$ cat src/def_defs.vh
// constants for the dma channel event flag block
//
// Overview of operation
// RULE1 - any-event flag set on error, half or complete; ch3 bit 12, reset 0
// RULE2 - transfer-complete flag set by hardware on completion, else reads 0
// RULE3 - half-transfer flag set by hardware at half point, else reads 0
// RULE4 - transfer-error flag set by hardware on error, else reads 0
// RULE5 - flags stay set until software writes 1 to the clear register bit
// RULE6 - channel 4 has the same four flags with the same behaviour
// RULE7 - clear-register zeros and writes to the status register do nothing
`ifndef DEF_DEFS_VH
`define DEF_DEFS_VH
`define DEF_ADDR_STATUS 4'h0
`define DEF_ADDR_CLEAR 4'h4
`define DEF_CH3_BASE 12
`define DEF_CH4_BASE 16
`define DEF_POS_ANY 0
`define DEF_POS_TC 1
`define DEF_POS_HT 2
`define DEF_POS_TE 3
`define DEF_FLAG_RESET 4'h0
`define DEF_RESP_OKAY 2'h0
`define DEF_RESP_SLVERR 2'h2
`endif

$ cat src/def_event_flags.v
// dma event flag registers for channels 3 and 4, axi4-lite slave
`timescale 1ns/1ps
`default_nettype none
`include "def_defs.vh"
module def_event_flags #(
    parameter NUM_CH = 2
) (
    input wire aclk, // 25 MHz system clock
    input wire aresetn, // synchronous reset, active low
    input wire [NUM_CH-1:0] transfer_complete, // per-channel completion pulse
    input wire [NUM_CH-1:0] half_transfer, // per-channel half point pulse
    input wire [NUM_CH-1:0] transfer_error, // per-channel error pulse
    input wire [3:0] s_axi_awaddr, // write address
    input wire s_axi_awvalid, // write address valid
    output wire s_axi_awready, // write address ready
    input wire [31:0] s_axi_wdata, // write data
    input wire [3:0] s_axi_wstrb, // write byte strobes
    input wire s_axi_wvalid, // write data valid
    output wire s_axi_wready, // write data ready
    output reg [1:0] s_axi_bresp, // write response
    output reg s_axi_bvalid, // write response valid
    input wire s_axi_bready, // write response ready
    input wire [3:0] s_axi_araddr, // read address
    input wire s_axi_arvalid, // read address valid
    output wire s_axi_arready, // read address ready
    output reg [31:0] s_axi_rdata, // read data
    output reg [1:0] s_axi_rresp, // read response
    output reg s_axi_rvalid, // read data valid
    input wire s_axi_rready, // read data ready
    output wire [31:0] status_word // live flag word
);
    reg [3:0] flags [0:NUM_CH-1];
    reg aw_held;
    reg [3:0] aw_addr;
    reg w_held;
    reg [31:0] w_data;
    reg [3:0] w_strb;
    wire aw_fire;
    wire w_fire;
    wire wr_go;
    wire [3:0] wr_addr;
    wire [31:0] wr_data;
    wire [3:0] wr_strb;
    wire clr_hit;
    reg [31:0] next_status;
    wire [31:0] clr_word;

    // word-aligned byte address; the two low address bits are ignored
    function [3:0] word_addr;
        input [3:0] addr;
        begin
            word_addr = {addr[3:2], 2'b00};
        end
    endfunction

    // address and data may arrive in either order; each held one deep
    assign s_axi_awready = !aw_held && !s_axi_bvalid;
    assign s_axi_wready = !w_held && !s_axi_bvalid;
    assign s_axi_arready = !s_axi_rvalid;
    assign aw_fire = s_axi_awvalid && s_axi_awready;
    assign w_fire = s_axi_wvalid && s_axi_wready;
    assign wr_go = (aw_held || aw_fire) && (w_held || w_fire);
    assign wr_addr = aw_held ? aw_addr : s_axi_awaddr;
    assign wr_data = w_held ? w_data : s_axi_wdata;
    assign wr_strb = w_held ? w_strb : s_axi_wstrb;
    assign clr_hit = wr_go &&
        (word_addr(wr_addr) == `DEF_ADDR_CLEAR); // [RULE7]
    assign clr_word = wr_data & byte_mask(wr_strb);

    function [31:0] byte_mask;
        input [3:0] strb;
        begin
            byte_mask = {{8{strb[3]}}, {8{strb[2]}},
                {8{strb[1]}}, {8{strb[0]}}};
        end
    endfunction

    always @* begin
        next_status = 32'h0000_0000;
        next_status[`DEF_CH3_BASE +: 4] = flags[0];
        if (NUM_CH > 1) begin
            next_status[`DEF_CH4_BASE +: 4] = flags[NUM_CH-1];
        end
    end
    assign status_word = next_status;

    genvar ch;
    generate
        for (ch = 0; ch < NUM_CH; ch = ch + 1) begin : g_ch // [RULE6]
            wire [3:0] clr_bits;
            wire [3:0] set_bits;
            wire [3:0] next_flags;
            assign clr_bits = clr_hit ? // [RULE5] [RULE7]
                clr_word[`DEF_CH3_BASE + 4 * ch +: 4] : 4'h0;
            assign set_bits = {transfer_error[ch], half_transfer[ch],
                transfer_complete[ch],
                transfer_error[ch] | half_transfer[ch]
                    | transfer_complete[ch]}; // [RULE1] [RULE2] [RULE3] [RULE4]
            // set beats clear so no event is lost in the clearing cycle
            assign next_flags = (flags[ch] & ~clr_bits) | set_bits; // [RULE5]
            always @(posedge aclk) begin
                if (!aresetn) begin
                    flags[ch] <= `DEF_FLAG_RESET; // [RULE1]
                end else begin
                    flags[ch] <= next_flags;
                end
            end
        end
    endgenerate

    always @(posedge aclk) begin
        if (!aresetn) begin
            aw_held <= 1'b0;
            aw_addr <= 4'h0;
            w_held <= 1'b0;
            w_data <= 32'h0000_0000;
            w_strb <= 4'h0;
            s_axi_bvalid <= 1'b0;
            s_axi_bresp <= `DEF_RESP_OKAY;
        end else begin
            if (wr_go) begin
                aw_held <= 1'b0;
                w_held <= 1'b0;
                s_axi_bvalid <= 1'b1;
                // status is read-only: a write there is accepted and ignored
                if (word_addr(wr_addr) == `DEF_ADDR_CLEAR ||
                    word_addr(wr_addr) == `DEF_ADDR_STATUS) begin // [RULE7]
                    s_axi_bresp <= `DEF_RESP_OKAY;
                end else begin
                    s_axi_bresp <= `DEF_RESP_SLVERR;
                end
            end else begin
                if (aw_fire) begin
                    aw_held <= 1'b1;
                    aw_addr <= s_axi_awaddr;
                end
                if (w_fire) begin
                    w_held <= 1'b1;
                    w_data <= s_axi_wdata;
                    w_strb <= s_axi_wstrb;
                end
                if (s_axi_bvalid && s_axi_bready) begin
                    s_axi_bvalid <= 1'b0;
                end
            end
        end
    end

    always @(posedge aclk) begin
        if (!aresetn) begin
            s_axi_rvalid <= 1'b0;
            s_axi_rdata <= 32'h0000_0000;
            s_axi_rresp <= `DEF_RESP_OKAY;
        end else if (s_axi_arvalid && s_axi_arready) begin
            s_axi_rvalid <= 1'b1;
            if (word_addr(s_axi_araddr) == `DEF_ADDR_STATUS) begin
                s_axi_rdata <= next_status;
                s_axi_rresp <= `DEF_RESP_OKAY;
            end else if (word_addr(s_axi_araddr) == `DEF_ADDR_CLEAR) begin
                // clear register is write-only in effect; reads zero
                s_axi_rdata <= 32'h0000_0000;
                s_axi_rresp <= `DEF_RESP_OKAY;
            end else begin
                s_axi_rdata <= 32'h0000_0000;
                s_axi_rresp <= `DEF_RESP_SLVERR;
            end
        end else if (s_axi_rvalid && s_axi_rready) begin
            s_axi_rvalid <= 1'b0;
        end
    end
endmodule
`default_nettype wire

$ cat config.mk
export PLATFORM = sky130hd
export DESIGN_NAME = def_event_flags
export DESIGN_NICKNAME = d
export VERILOG_FILES = /design/src/def_event_flags.v
export VERILOG_INCLUDE_DIRS = /design/src
export SDC_FILE = /design/constraint.sdc
export NUM_CORES = 1
export LEC_CHECK = 0
export ABC_CLOCK_PERIOD_IN_PS = 1930
export BUFFER_PORTS_ARGS = -buffer_cell sky130_fd_sc_hd__clkbuf_2
export CAP_MARGIN = 20
export CORE_MARGIN = 3
export CORE_UTILIZATION = 30
export DETAILED_ROUTE_END_ITERATION = 6
export PLACE_DENSITY = 0.63
export SLEW_MARGIN = 40
export SYNTH_ARGS = -nofsm -noshare
export SYNTH_HDL_FRONTEND = slang
export SYNTH_SLANG_ARGS = --single-unit
export TNS_END_PERCENT = 50
$ cat constraint.sdc
create_clock -name aclk -period 1.93 [get_ports aclk]
set_clock_uncertainty 0.15 [all_clocks]
set_input_delay 0.386 -clock aclk [delete_from_list [all_inputs] [get_ports aclk]]
set_output_delay 0.386 -clock aclk [all_outputs]
set_load 0.02 [all_outputs]
==> qor.txt, run 1 <==
Outcome - complete, no violations
Critical Path RT - 2.00 ns
Number of global-route vias before repair - 1294
Post-synthesis sequential area ratio - 0.364
Post-CTS Setup Inserts - 0
Placement Cell Area - 1990 sq um
Initial Util - 0.312
CTS Buffer Depth - 2
Post-synth cell types - 31
Height of the chip - 84.9 microns
Area of the multi-input gates - 918 sq um
Post-CTS sizing - 0
Routed wire per std cell - 11.8 microns
Final Cell Area - 2100 sq um
Dominant cell type by area after synthesis - dfxtp_1
CTS HTree Levels - 2
Clk sinks - 34
Final Max Tran Viols - 0
Max Clock Freq - 0.608 GHz
Least-Margin Pin Slew - 0.769 ns
Synth Area in XOR/XNOR - 0
Drt first-iter violations - 37
GR Overflow Total - 0
DR vias/cell - 4.34
IO Count - 130
Fin Hold WS - 0.194 ns
Worst-path maximum fanout - 12
Max VDD drop - 0.423 mV
Post-synth ARST share - 0
Max_slew headroom - 0.485
Die area - 7210 sq um
PwrDens - 858 nW/um^2
RSZ-0062 raised after global routing - no
First-pass GRT wire length - 6180 microns
Post-Syn Area per Cell - 8.74 sq um
Largest family of logic cells by synthesized area - buffers and inverters
Fillers - 650
Placement Rows - 28
Worst setup EP type - flip-flop
Final Util - 0.350
Top cell type's share of synthesized area - 0.364
Post-synthesis mux area share - 0.0643
Nature of the critical path startpoint - flip-flop
DR vias - 1463
Worst Hold Class - in2reg
Mapped Area - 1870 sq um
Post-synth EDFFs - 0
Fraction of the mapped netlist area in adder cells - 0
Synthesis-stage register bit count - 34
TNS Setup - 0 ns
Synth top area cells - dfxtp_1 (36%), buf_4 (21%), mux2i_1 (6.4%)
Storage cell area - 681 sq um
HPWL after DPL - 3050 microns
Largest net degree at the start of global routing - 25
DRT Pass-1 Iters - 4
Worst-path clk slew - 0.07 ns
Crit path kind - reg2reg
Worst R2R Path Depth - 3
Area added between synthesis and finish - 12.2%
Endpoints failing setup - 0
Antenna violations before repair - 0
Die Wd - 84.9 microns
Synth Area in Compound Gates - 0.179
Global Route Usage Sum - 0.106
Drt total wl - 3970 microns
Fin crit share - 0.852
Pleak - 0.943 nW
Cts hold-fix bufs - 0
Final Net Count - 318
Total Power - 1.80 mW
Fraction of the mapped netlist area in simple logic gates - 0.147
Post-synth top flop - dfxtp_1
IO Port Bufs - 49
Post-synthesis instance total - 214
Post-route minimum period - 1.65 ns
Clock Latency Late Sink - 0.28 ns
Top cells by count, synth - buf_4 (52), dfxtp_1 (34), nor2_1 (19), a21oi_1 (13), mux2i_1 (12)
Clock root cell - clkbuf_8
Cell with the most instances after synthesis - buf_4
TritonCTS clock tree - built
WP data arrival - 1.72 ns
Hold Crit Depth - 3
CTS Buf Count - 5
Routability-driven placement congestion ratio - 0.738
Ys Warns - 0
Share of layout cells above drive strength 1 - 0.256
Core area - 5990 sq um
Maxcap violations - 0
Final antenna-violating net count - 0
Hold Vio Cnt, Final - 0
DRC - 0
Diode count - 0
-- cells in the final DEF (no fill, tap or decap), drive strengths merged, types with 2 or more instances in the layout --
cell type / synthesis / routed
mux2i: 12 / 12
a22oi: 8 / 8
nand2b: 4 / 4
nor3: 3 / 3
nor4: 2 / 2
nor2: 19 / 19
conb: 1 / 50
buf: 57 / 4
clkbuf: 5 / 57
a31oi: 8 / 8
nand4b: 2 / 2
o21ai: 18 / 18
a21oi: 15 / 15
o41ai: 2 / 2
inv: 2 / 2
nand3: 10 / 10
dfxtp: 34 / 34
nor2b: 4 / 4
-- cell families after synthesis --
kind of cell	count (synthesis)
AOI/OAI and AO/OA	55
buffers and inverters	64
other	1
and+or+nand+nor	48
DFF	34
muxes	12
-- flip-flops by register name (all words and copies together) (netlist names) --
| signal | count |
|---|---|
| aw_addr | 2 |
| s_axi_rdata | 8 |
| w_held | 1 |
| s_axi_bvalid | 1 |
| w_strb | 2 |
| s_axi_rvalid | 1 |
| aw_held | 1 |
| flags | 8 |
| s_axi_rresp | 1 |
| w_data | 8 |
| s_axi_bresp | 1 |
-- report_power, final --
group | switching (mW) | total, mW | internal, mW
sequential | 0.0395 | 0.783 | 0.743
clock | 0.247 | 0.607 | 0.360
combinational | 0.279 | 0.410 | 0.131
total | 0.566 | 1.80 | 1.23
-- per-stage QoR --
stage	setup slack (ns)	cells
2_1_floorplan	0.503	263
3_3_place_gp	0.282	329
3_5_place_dp	0.248	329
4_1_cts	0.235	337
5_1_grt	0.112	337
6_report	0.285	337
-- critical path: stages (launching register included) --
cell	delay (ns)
dfxtp_1	0.41
nor3_2	0.69
nand4b_1	0.18
a21oi_1	0.15
-- final cells by class --
type | count | share of cell area
clock buffer | 8 | 0.0525
inverter | 2 | 0.00358
multi-input combinational | 165 | 0.438
sequential | 34 | 0.324
tap | 75 | 0.0447
timing repair buffer | 53 | 0.137
-- metal layers --
metal,vias up,wire length [microns],global-route usage
li1,744,-,-
met1,650,1780,0.143
met2,69,1810,0.167
met3,0,376,0.0359
met4,0,0,0.0216
met5,-,0,0
-- final timing paths --
| check | from | endpoint | slack [ns] |
|---|---|---|---|
| hold / removal | s_axi_wdata[19] | w_data[19]$_SDFFE_PN0P_ | 0.19 |
| setup reg to reg | w_held$_SDFFE_PP0P_ | aw_addr[2]$_SDFFE_PN0P_ | 0.28 |
| setup / recovery | w_held$_SDFFE_PP0P_ | aw_addr[2]$_SDFFE_PN0P_ | 0.28 |
| hold reg to reg | w_data[12]$_SDFFE_PN0P_ | w_data[12]$_SDFFE_PN0P_ | 0.33 |
Power figures use the tool's default switching activity.
==> inputs of run 2 (changes only) <==
==> constraint.sdc (replaced) <==
create_clock -name aclk -period 1.93 [get_ports aclk]
set_clock_uncertainty 0.15 [all_clocks]
set_input_delay 0 -clock aclk [delete_from_list [all_inputs] [get_ports aclk]]
set_output_delay 0 -clock aclk [all_outputs]
set_load 0.02 [all_outputs]
==> qor.txt, run 2 (synthesis gave the netlist of run 1 again) <==
Crit path kind - reg2reg
Placement Cell Area - 1980 sq um (-0.63%)
Worst Hold Class - in2reg
Endpoints failing setup - 0 (unchanged)
Worst-path clk slew - 0.07 ns (about the same)
Max VDD drop - 0.311 mV (-27%)
PwrDens - 767 nW/um^2 (-11%)
Share of layout cells above drive strength 1 - 0.236 (-0.0196)
Area added between synthesis and finish - 24.8%
Drt total wl - 4110 microns (+3.5%)
Final Cell Area - 2330 sq um (+11%)
Final Net Count - 344 (+8.2%)
Initial Util - 0.312 (unchanged)
Max Clock Freq - 0.556 GHz (-8.5%)
Fin crit share - 0.932 (+0.0793)
Post-route minimum period - 1.80 ns (+0.153 ns)
HPWL after DPL - 3060 microns (+0.32%)
Critical Path RT - 2.00 ns (about the same)
Most frequent cells in the layout - conb_1 (50), clkbuf_2 (49), dfxtp_1 (33)
CTS Buffer Depth - 2 (unchanged)
DRC - 0 (unchanged)
Core area - 5990 sq um (unchanged)
Final Max Tran Viols - 0 (unchanged)
RSZ-0062 raised after global routing - no
DR vias/cell - 4.38 (+0.90%)
Clock Latency Late Sink - 0.29 ns (about the same)
CTS HTree Levels - 2 (unchanged)
Clock root cell - clkbuf_8
Post-CTS Setup Inserts - 0 (unchanged)
Largest registers - flags (8), s_axi_rdata (8), w_data (8)
Diode count - 0 (unchanged)
IO Count - 130 (unchanged)
Number of global-route vias before repair - 1427 (+10%)
Nature of the critical path startpoint - flip-flop
Drt first-iter violations - 74 (+100%)
DR vias - 1590 (+8.7%)
Height of the chip - 84.9 microns (unchanged)
Outcome - complete, no violations
Fillers - 634 (-2.5%)
Largest net degree at the start of global routing - 15 (-40%)
Maxcap violations - 0 (unchanged)
TNS Setup - 0 ns (unchanged)
Antenna violations before repair - 0 (unchanged)
Die Wd - 84.9 microns (unchanged)
Final antenna-violating net count - 0 (unchanged)
Clk sinks - 34 (unchanged)
Worst setup EP type - flip-flop
WP data arrival - 1.87 ns (+0.15 ns)
TritonCTS clock tree - built
First-pass GRT wire length - 6630 microns (+7.2%)
DRT Pass-1 Iters - 4 (unchanged)
Global Route Usage Sum - 0.115 (+0.00819)
Routability-driven placement congestion ratio - 0.769 (+4.2%)
Pleak - 1.03 nW (+9.5%)
GR Overflow Total - 0 (unchanged)
Routed wire per std cell - 11.3 microns (-4.0%)
Placement Rows - 28 (unchanged)
CTS Buf Count - 5 (unchanged)
Most common cell after layout, fill and taps aside - conb_1
Hold Vio Cnt, Final - 0 (unchanged)
IO Port Bufs - 49 (unchanged)
Worst-path maximum fanout - 12 (unchanged)
Die area - 7210 sq um (unchanged)
run 2: changes by cell type in the layout (fill, tap and decap cells not counted), sizes merged:
cell         before  now
clkbuf           57   55
clkinv            0    1
clkinvlp          0    1
dlygate4sd3       0   26
run 2: power by group:
| part | total [mW] | leakage, nW | switching (mW) | internal (mW) |
|---|---|---|---|---|
| Clock | 0.561 | 0.0472 | 0.274 | 0.287 |
| Combinational | 0.447 | 0.706 | 0.287 | 0.160 |
| Sequential | 0.781 | 0.279 | 0.0374 | 0.744 |
run 2: layer usage:
metal,vias up,routed length (microns),track usage
met5,-,0,0
met2,66,1890,0.184
met3,6,331,0.0437
met1,715,1830,0.145
met4,0,44,0.0302
li1,803,-,-
run 2: area by class of cell:
| cell class | count | area [sq um] | share of cell area |
|---|---|---|---|
| multi-input cells | 165 | 918 | 0.394 |
| clock inverters | 2 | 12.5 | 0.00536 |
| flip-flops and latches | 34 | 682 | 0.292 |
| clock buffers | 6 | 82.6 | 0.0354 |
| repair buffers | 79 | 536 | 0.230 |
| inverters | 2 | 7.51 | 0.00322 |
| well taps | 75 | 93.8 | 0.0402 |
run 2: worst max-delay path, stage by stage (launching register included):
cell	delay [ns]
dfxtp_1	0.37
nor3_2	0.18
buf_4	0.20
nand4b_1	0.12
dlygate4sd3_1	0.58
a21oi_1	0.12
run 2: path summary, 6_finish.rpt:
path,end,slack [ns],startpoint,depth (start not counted)
max reg2reg,aw_addr[2]$_SDFFE_PN0P_,0.13,w_held$_SDFFE_PP0P_,5
max,aw_addr[2]$_SDFFE_PN0P_,0.13,w_held$_SDFFE_PP0P_,5
min,w_held$_SDFFE_PP0P_,0.02,s_axi_wvalid,4
min reg2reg,w_data[13]$_SDFFE_PN0P_,0.32,w_data[13]$_SDFFE_PN0P_,2
run 2: what timing repair did:
item / 4_1_cts / 5_1_grt
endpoints found under the setup margin: 0 / 1
hold endpoints to repair: 32 / 0
resized for setup: 0 / 1
hold buffers: 26 / 0
run 2: metrics by stage:
stage               cells   util  total power, mW  hold slack [ns]  worst slack, ns
finish                363  0.389             1.79           0.0158            0.132
global route          363  0.389             1.89           0.0344          0.00501
detailed placement    329  0.330             1.20            0.108            0.449
floorplan             263      -             1.18         -0.00606            0.534
CTS                   363  0.389             1.81           0.0100            0.138
global placement      329  0.330             1.20            0.101            0.457
==> inputs of run 3 (changes only) <==
--- a/config.mk
+++ b/config.mk
@@ -6,7 +6,7 @@
 export SDC_FILE = /design/constraint.sdc
 export NUM_CORES = 1
 export LEC_CHECK = 0
-export ABC_CLOCK_PERIOD_IN_PS = 1930
+export ABC_CLOCK_PERIOD_IN_PS = 1900
 export BUFFER_PORTS_ARGS = -buffer_cell sky130_fd_sc_hd__clkbuf_2
 export CAP_MARGIN = 20
 export CORE_MARGIN = 3
==> constraint.sdc (replaced) <==
create_clock -name aclk -period 1.9 [get_ports aclk]
set_clock_uncertainty 0.15 [all_clocks]
set_input_delay 0 -clock aclk [delete_from_list [all_inputs] [get_ports aclk]]
set_output_delay 0 -clock aclk [all_outputs]
set_load 0.02 [all_outputs]
==> qor.txt, run 3 (synthesis gave the netlist of run 1 again) <==
Fillers - 630 (-0.63%)
P_int - 1.22 mW (+2.3%)
Largest registers - flags (8), s_axi_rdata (8), w_data (8)
Critical path buffers and inverters - 2 (unchanged)
NetSw - 0.608 mW (+1.5%)
WP data arrival - 1.81 ns (-0.06 ns)
Initial Util - 0.312 (unchanged)
Clock root cell - clkbuf_8
Area of the multi-input gates - 918 sq um (unchanged)
Placement Rows - 28 (unchanged)
Outcome - complete, no violations
Diode count - 0 (unchanged)
Total Power - 1.82 mW (+2.0%)
Antenna violations before repair - 0 (unchanged)
R2r endpoint - aw_addr[2]$_SDFFE_PN0P_
Endpoints failing setup - 0 (unchanged)
Share of layout cells above drive strength 1 - 0.239 (+0.00264)
Sw Ratio - 0.333 (-0.00176)
Worst Hold Class - in2reg
Largest net degree at the start of global routing - 15 (unchanged)
Die area - 7210 sq um (unchanged)
Global Route Usage Sum - 0.115 (unchanged)
Die Wd - 84.9 microns (unchanged)
Routed wire per std cell - 11.3 microns (-0.37%)
Hold Crit Depth - 4 (unchanged)
R2R Setup Slk - 0.17 ns (+0.03 ns)
CP max stage delay - 0.58 ns (about the same)
IO Count - 130 (unchanged)
Critical Path RT - 1.97 ns (-0.03 ns)
Final Max Tran Viols - 0 (unchanged)
Final antenna-violating net count - 0 (unchanged)
Maxcap violations - 0 (unchanged)
Comb pwr share - 0.254 (+0.004)
Max VDD drop - 0.321 mV (+3.3%)
Sequential share of power - 0.435 (-0.002)
Core area - 5990 sq um (unchanged)
DR vias - 1594 (+0.25%)
HPWL after DPL - 3060 microns (unchanged)
DR vias/cell - 4.38 (about the same)
Worst-path clk slew - 0.07 ns (about the same)
DRT Pass-1 Iters - 4 (unchanged)
Routability-driven placement congestion ratio - 0.769 (unchanged)
HP Start - s_axi_wvalid
Pleak - 1.04 nW (+0.58%)
Clock Latency Late Sink - 0.29 ns (about the same)
Met2 GRT Util - 0.184 (unchanged)
Fin crit share - 0.913 (-0.0186)
CTS Buffer Depth - 2 (unchanged)
Busiest grt layer - met2
Final Util - 0.391 (+0.00188)
PwrDens - 779 nW/um^2 (+1.5%)
Worst-path maximum fanout - 6 (-6)
Hold Vio Cnt, Final - 0 (unchanged)
Pre-CTS WS - 0.419 ns (-0.0300 ns)
Height of the chip - 84.9 microns (unchanged)
CTS HTree Levels - 2 (unchanged)
Drt first-iter violations - 83 (+12%)
Clock share of power - 0.311 (-0.002)
Max Clock Freq - 0.576 GHz (+3.6%)
Worst setup EP type - flip-flop
Storage cell area - 682 sq um (unchanged)
First-pass GRT wire length - 6630 microns (unchanged)
CTS Buf Count - 5 (unchanged)
Most frequent cells in the layout - conb_1 (50), clkbuf_2 (49), dfxtp_1 (33)
Clk sinks - 34 (unchanged)
Number of global-route vias before repair - 1427 (unchanged)
GR Overflow Total - 0 (unchanged)
Grt met1 use - 0.145 (unchanged)
Final worst setup slack - 0.165 ns (+0.0332 ns)
Worst-path cell chain - nor3_2, buf_6, nand4b_1, dlygate4sd3_1, a21oi_1
FF-to-FF Start - w_held$_SDFFE_PP0P_
Layout Cells excl Fill - 364 (+0.28%)
Drt total wl - 4100 microns (about the same)
DRC - 0 (unchanged)
Worst Hold End - w_held$_SDFFE_PP0P_
Post-route minimum period - 1.73 ns (-0.0632 ns)
TritonCTS clock tree - built
Max stage delay cell, worst path - dlygate4sd3_1
Placed Cells - 329 (unchanged)
IO Port Bufs - 49 (unchanged)
GR Util met3 - 0.0437 (unchanged)
Worst R2R Path Depth - 5 (unchanged)
Crit path kind - reg2reg
RSZ-0062 raised after global routing - no
Most common cell after layout, fill and taps aside - conb_1
Final Net Count - 345 (+0.29%)
Family with the most delay on the worst path - buffers and inverters
Nature of the critical path startpoint - flip-flop
Area added between synthesis and finish - 25.4%
TNS Setup - 0 ns (unchanged)
-- run 3: cell types whose count changed in the layout (fill, tap and decap cells not counted), sizes merged --
cell and change:
buf +1
-- run 3: final cells by class --
type	count	area share
Timing Repair Buffer	80	0.233
Clock inverter	2	0.00534
Multi-Input combinational cell	165	0.392
Tap cell	75	0.0400
Sequential cell	34	0.291
Clock buffer	6	0.0352
Inverter	2	0.00320
-- run 3: timing repair --
| item | 4_1_cts | 5_1_grt |
|---|---|---|
| setup buffers | 0 | 1 |
| setup endpoints to repair | 0 | 2 |
| hold buffers | 26 | 0 |
| gates resized for setup | 0 | 2 |
| hold endpoints to repair | 32 | 0 |
-- run 3: worst max-delay path by stage --
stage,start,end,cells after the start
final,w_held$_SDFFE_PP0P_,aw_addr[2]$_SDFFE_PN0P_,5
after global routing,w_held$_SDFFE_PP0P_,aw_addr[2]$_SDFFE_PN0P_,5
after CTS,aw_held$_SDFFE_PP0P_,aw_addr[2]$_SDFFE_PN0P_,5
after detailed placement,s_axi_bvalid$_SDFFE_PN0P_,s_axi_bresp[1]$_SDFFE_PN0P_,3
after global placement,s_axi_bvalid$_SDFFE_PN0P_,s_axi_bresp[1]$_SDFFE_PN0P_,3
after floorplan,w_held$_SDFFE_PP0P_,w_data[14]$_SDFFE_PN0P_,5
-- run 3: layer usage --
| layer | wire length (microns) | up-vias | part of all wire |
|---|---|---|---|
| met5 | 0 | - | 0 |
| met4 | 44 | 0 | 0.011 |
| met3 | 337 | 6 | 0.082 |
| met2 | 1900 | 70 | 0.46 |
| met1 | 1820 | 714 | 0.44 |
| li1 | - | 804 | - |
-- run 3: power groups by stage --
stage | Combinational [mW] | Clock (mW) | Sequential, mW
2_1_floorplan | 0.376 | 0 | 0.823
3_3_place_gp | 0.411 | 0 | 0.808
3_5_place_dp | 0.412 | 0 | 0.810
4_1_cts | 0.456 | 0.589 | 0.793
5_1_grt | 0.505 | 0.625 | 0.799
6_report | 0.464 | 0.567 | 0.794
-- run 3: through the flow --
| stage | instance area (sq um) | hold WS (ns) |
|---|---|---|
| 2_1_floorplan | 2050 | -0.00606 |
| 6_report | 2340 | 0.0203 |
| 3_5_place_dp | 1980 | 0.108 |
| 4_1_cts | 2330 | 0.0100 |
| 5_1_grt | 2340 | 0.0344 |
| 3_3_place_gp | 1980 | 0.101 |
-- run 3: worst register-to-register path, delay by kind of cell (launching register included) --
kind            cells  cell delay (ns)
compound gates      1             0.12
simple gates        2             0.31
flops               1             0.37
buf+inv             2             0.71
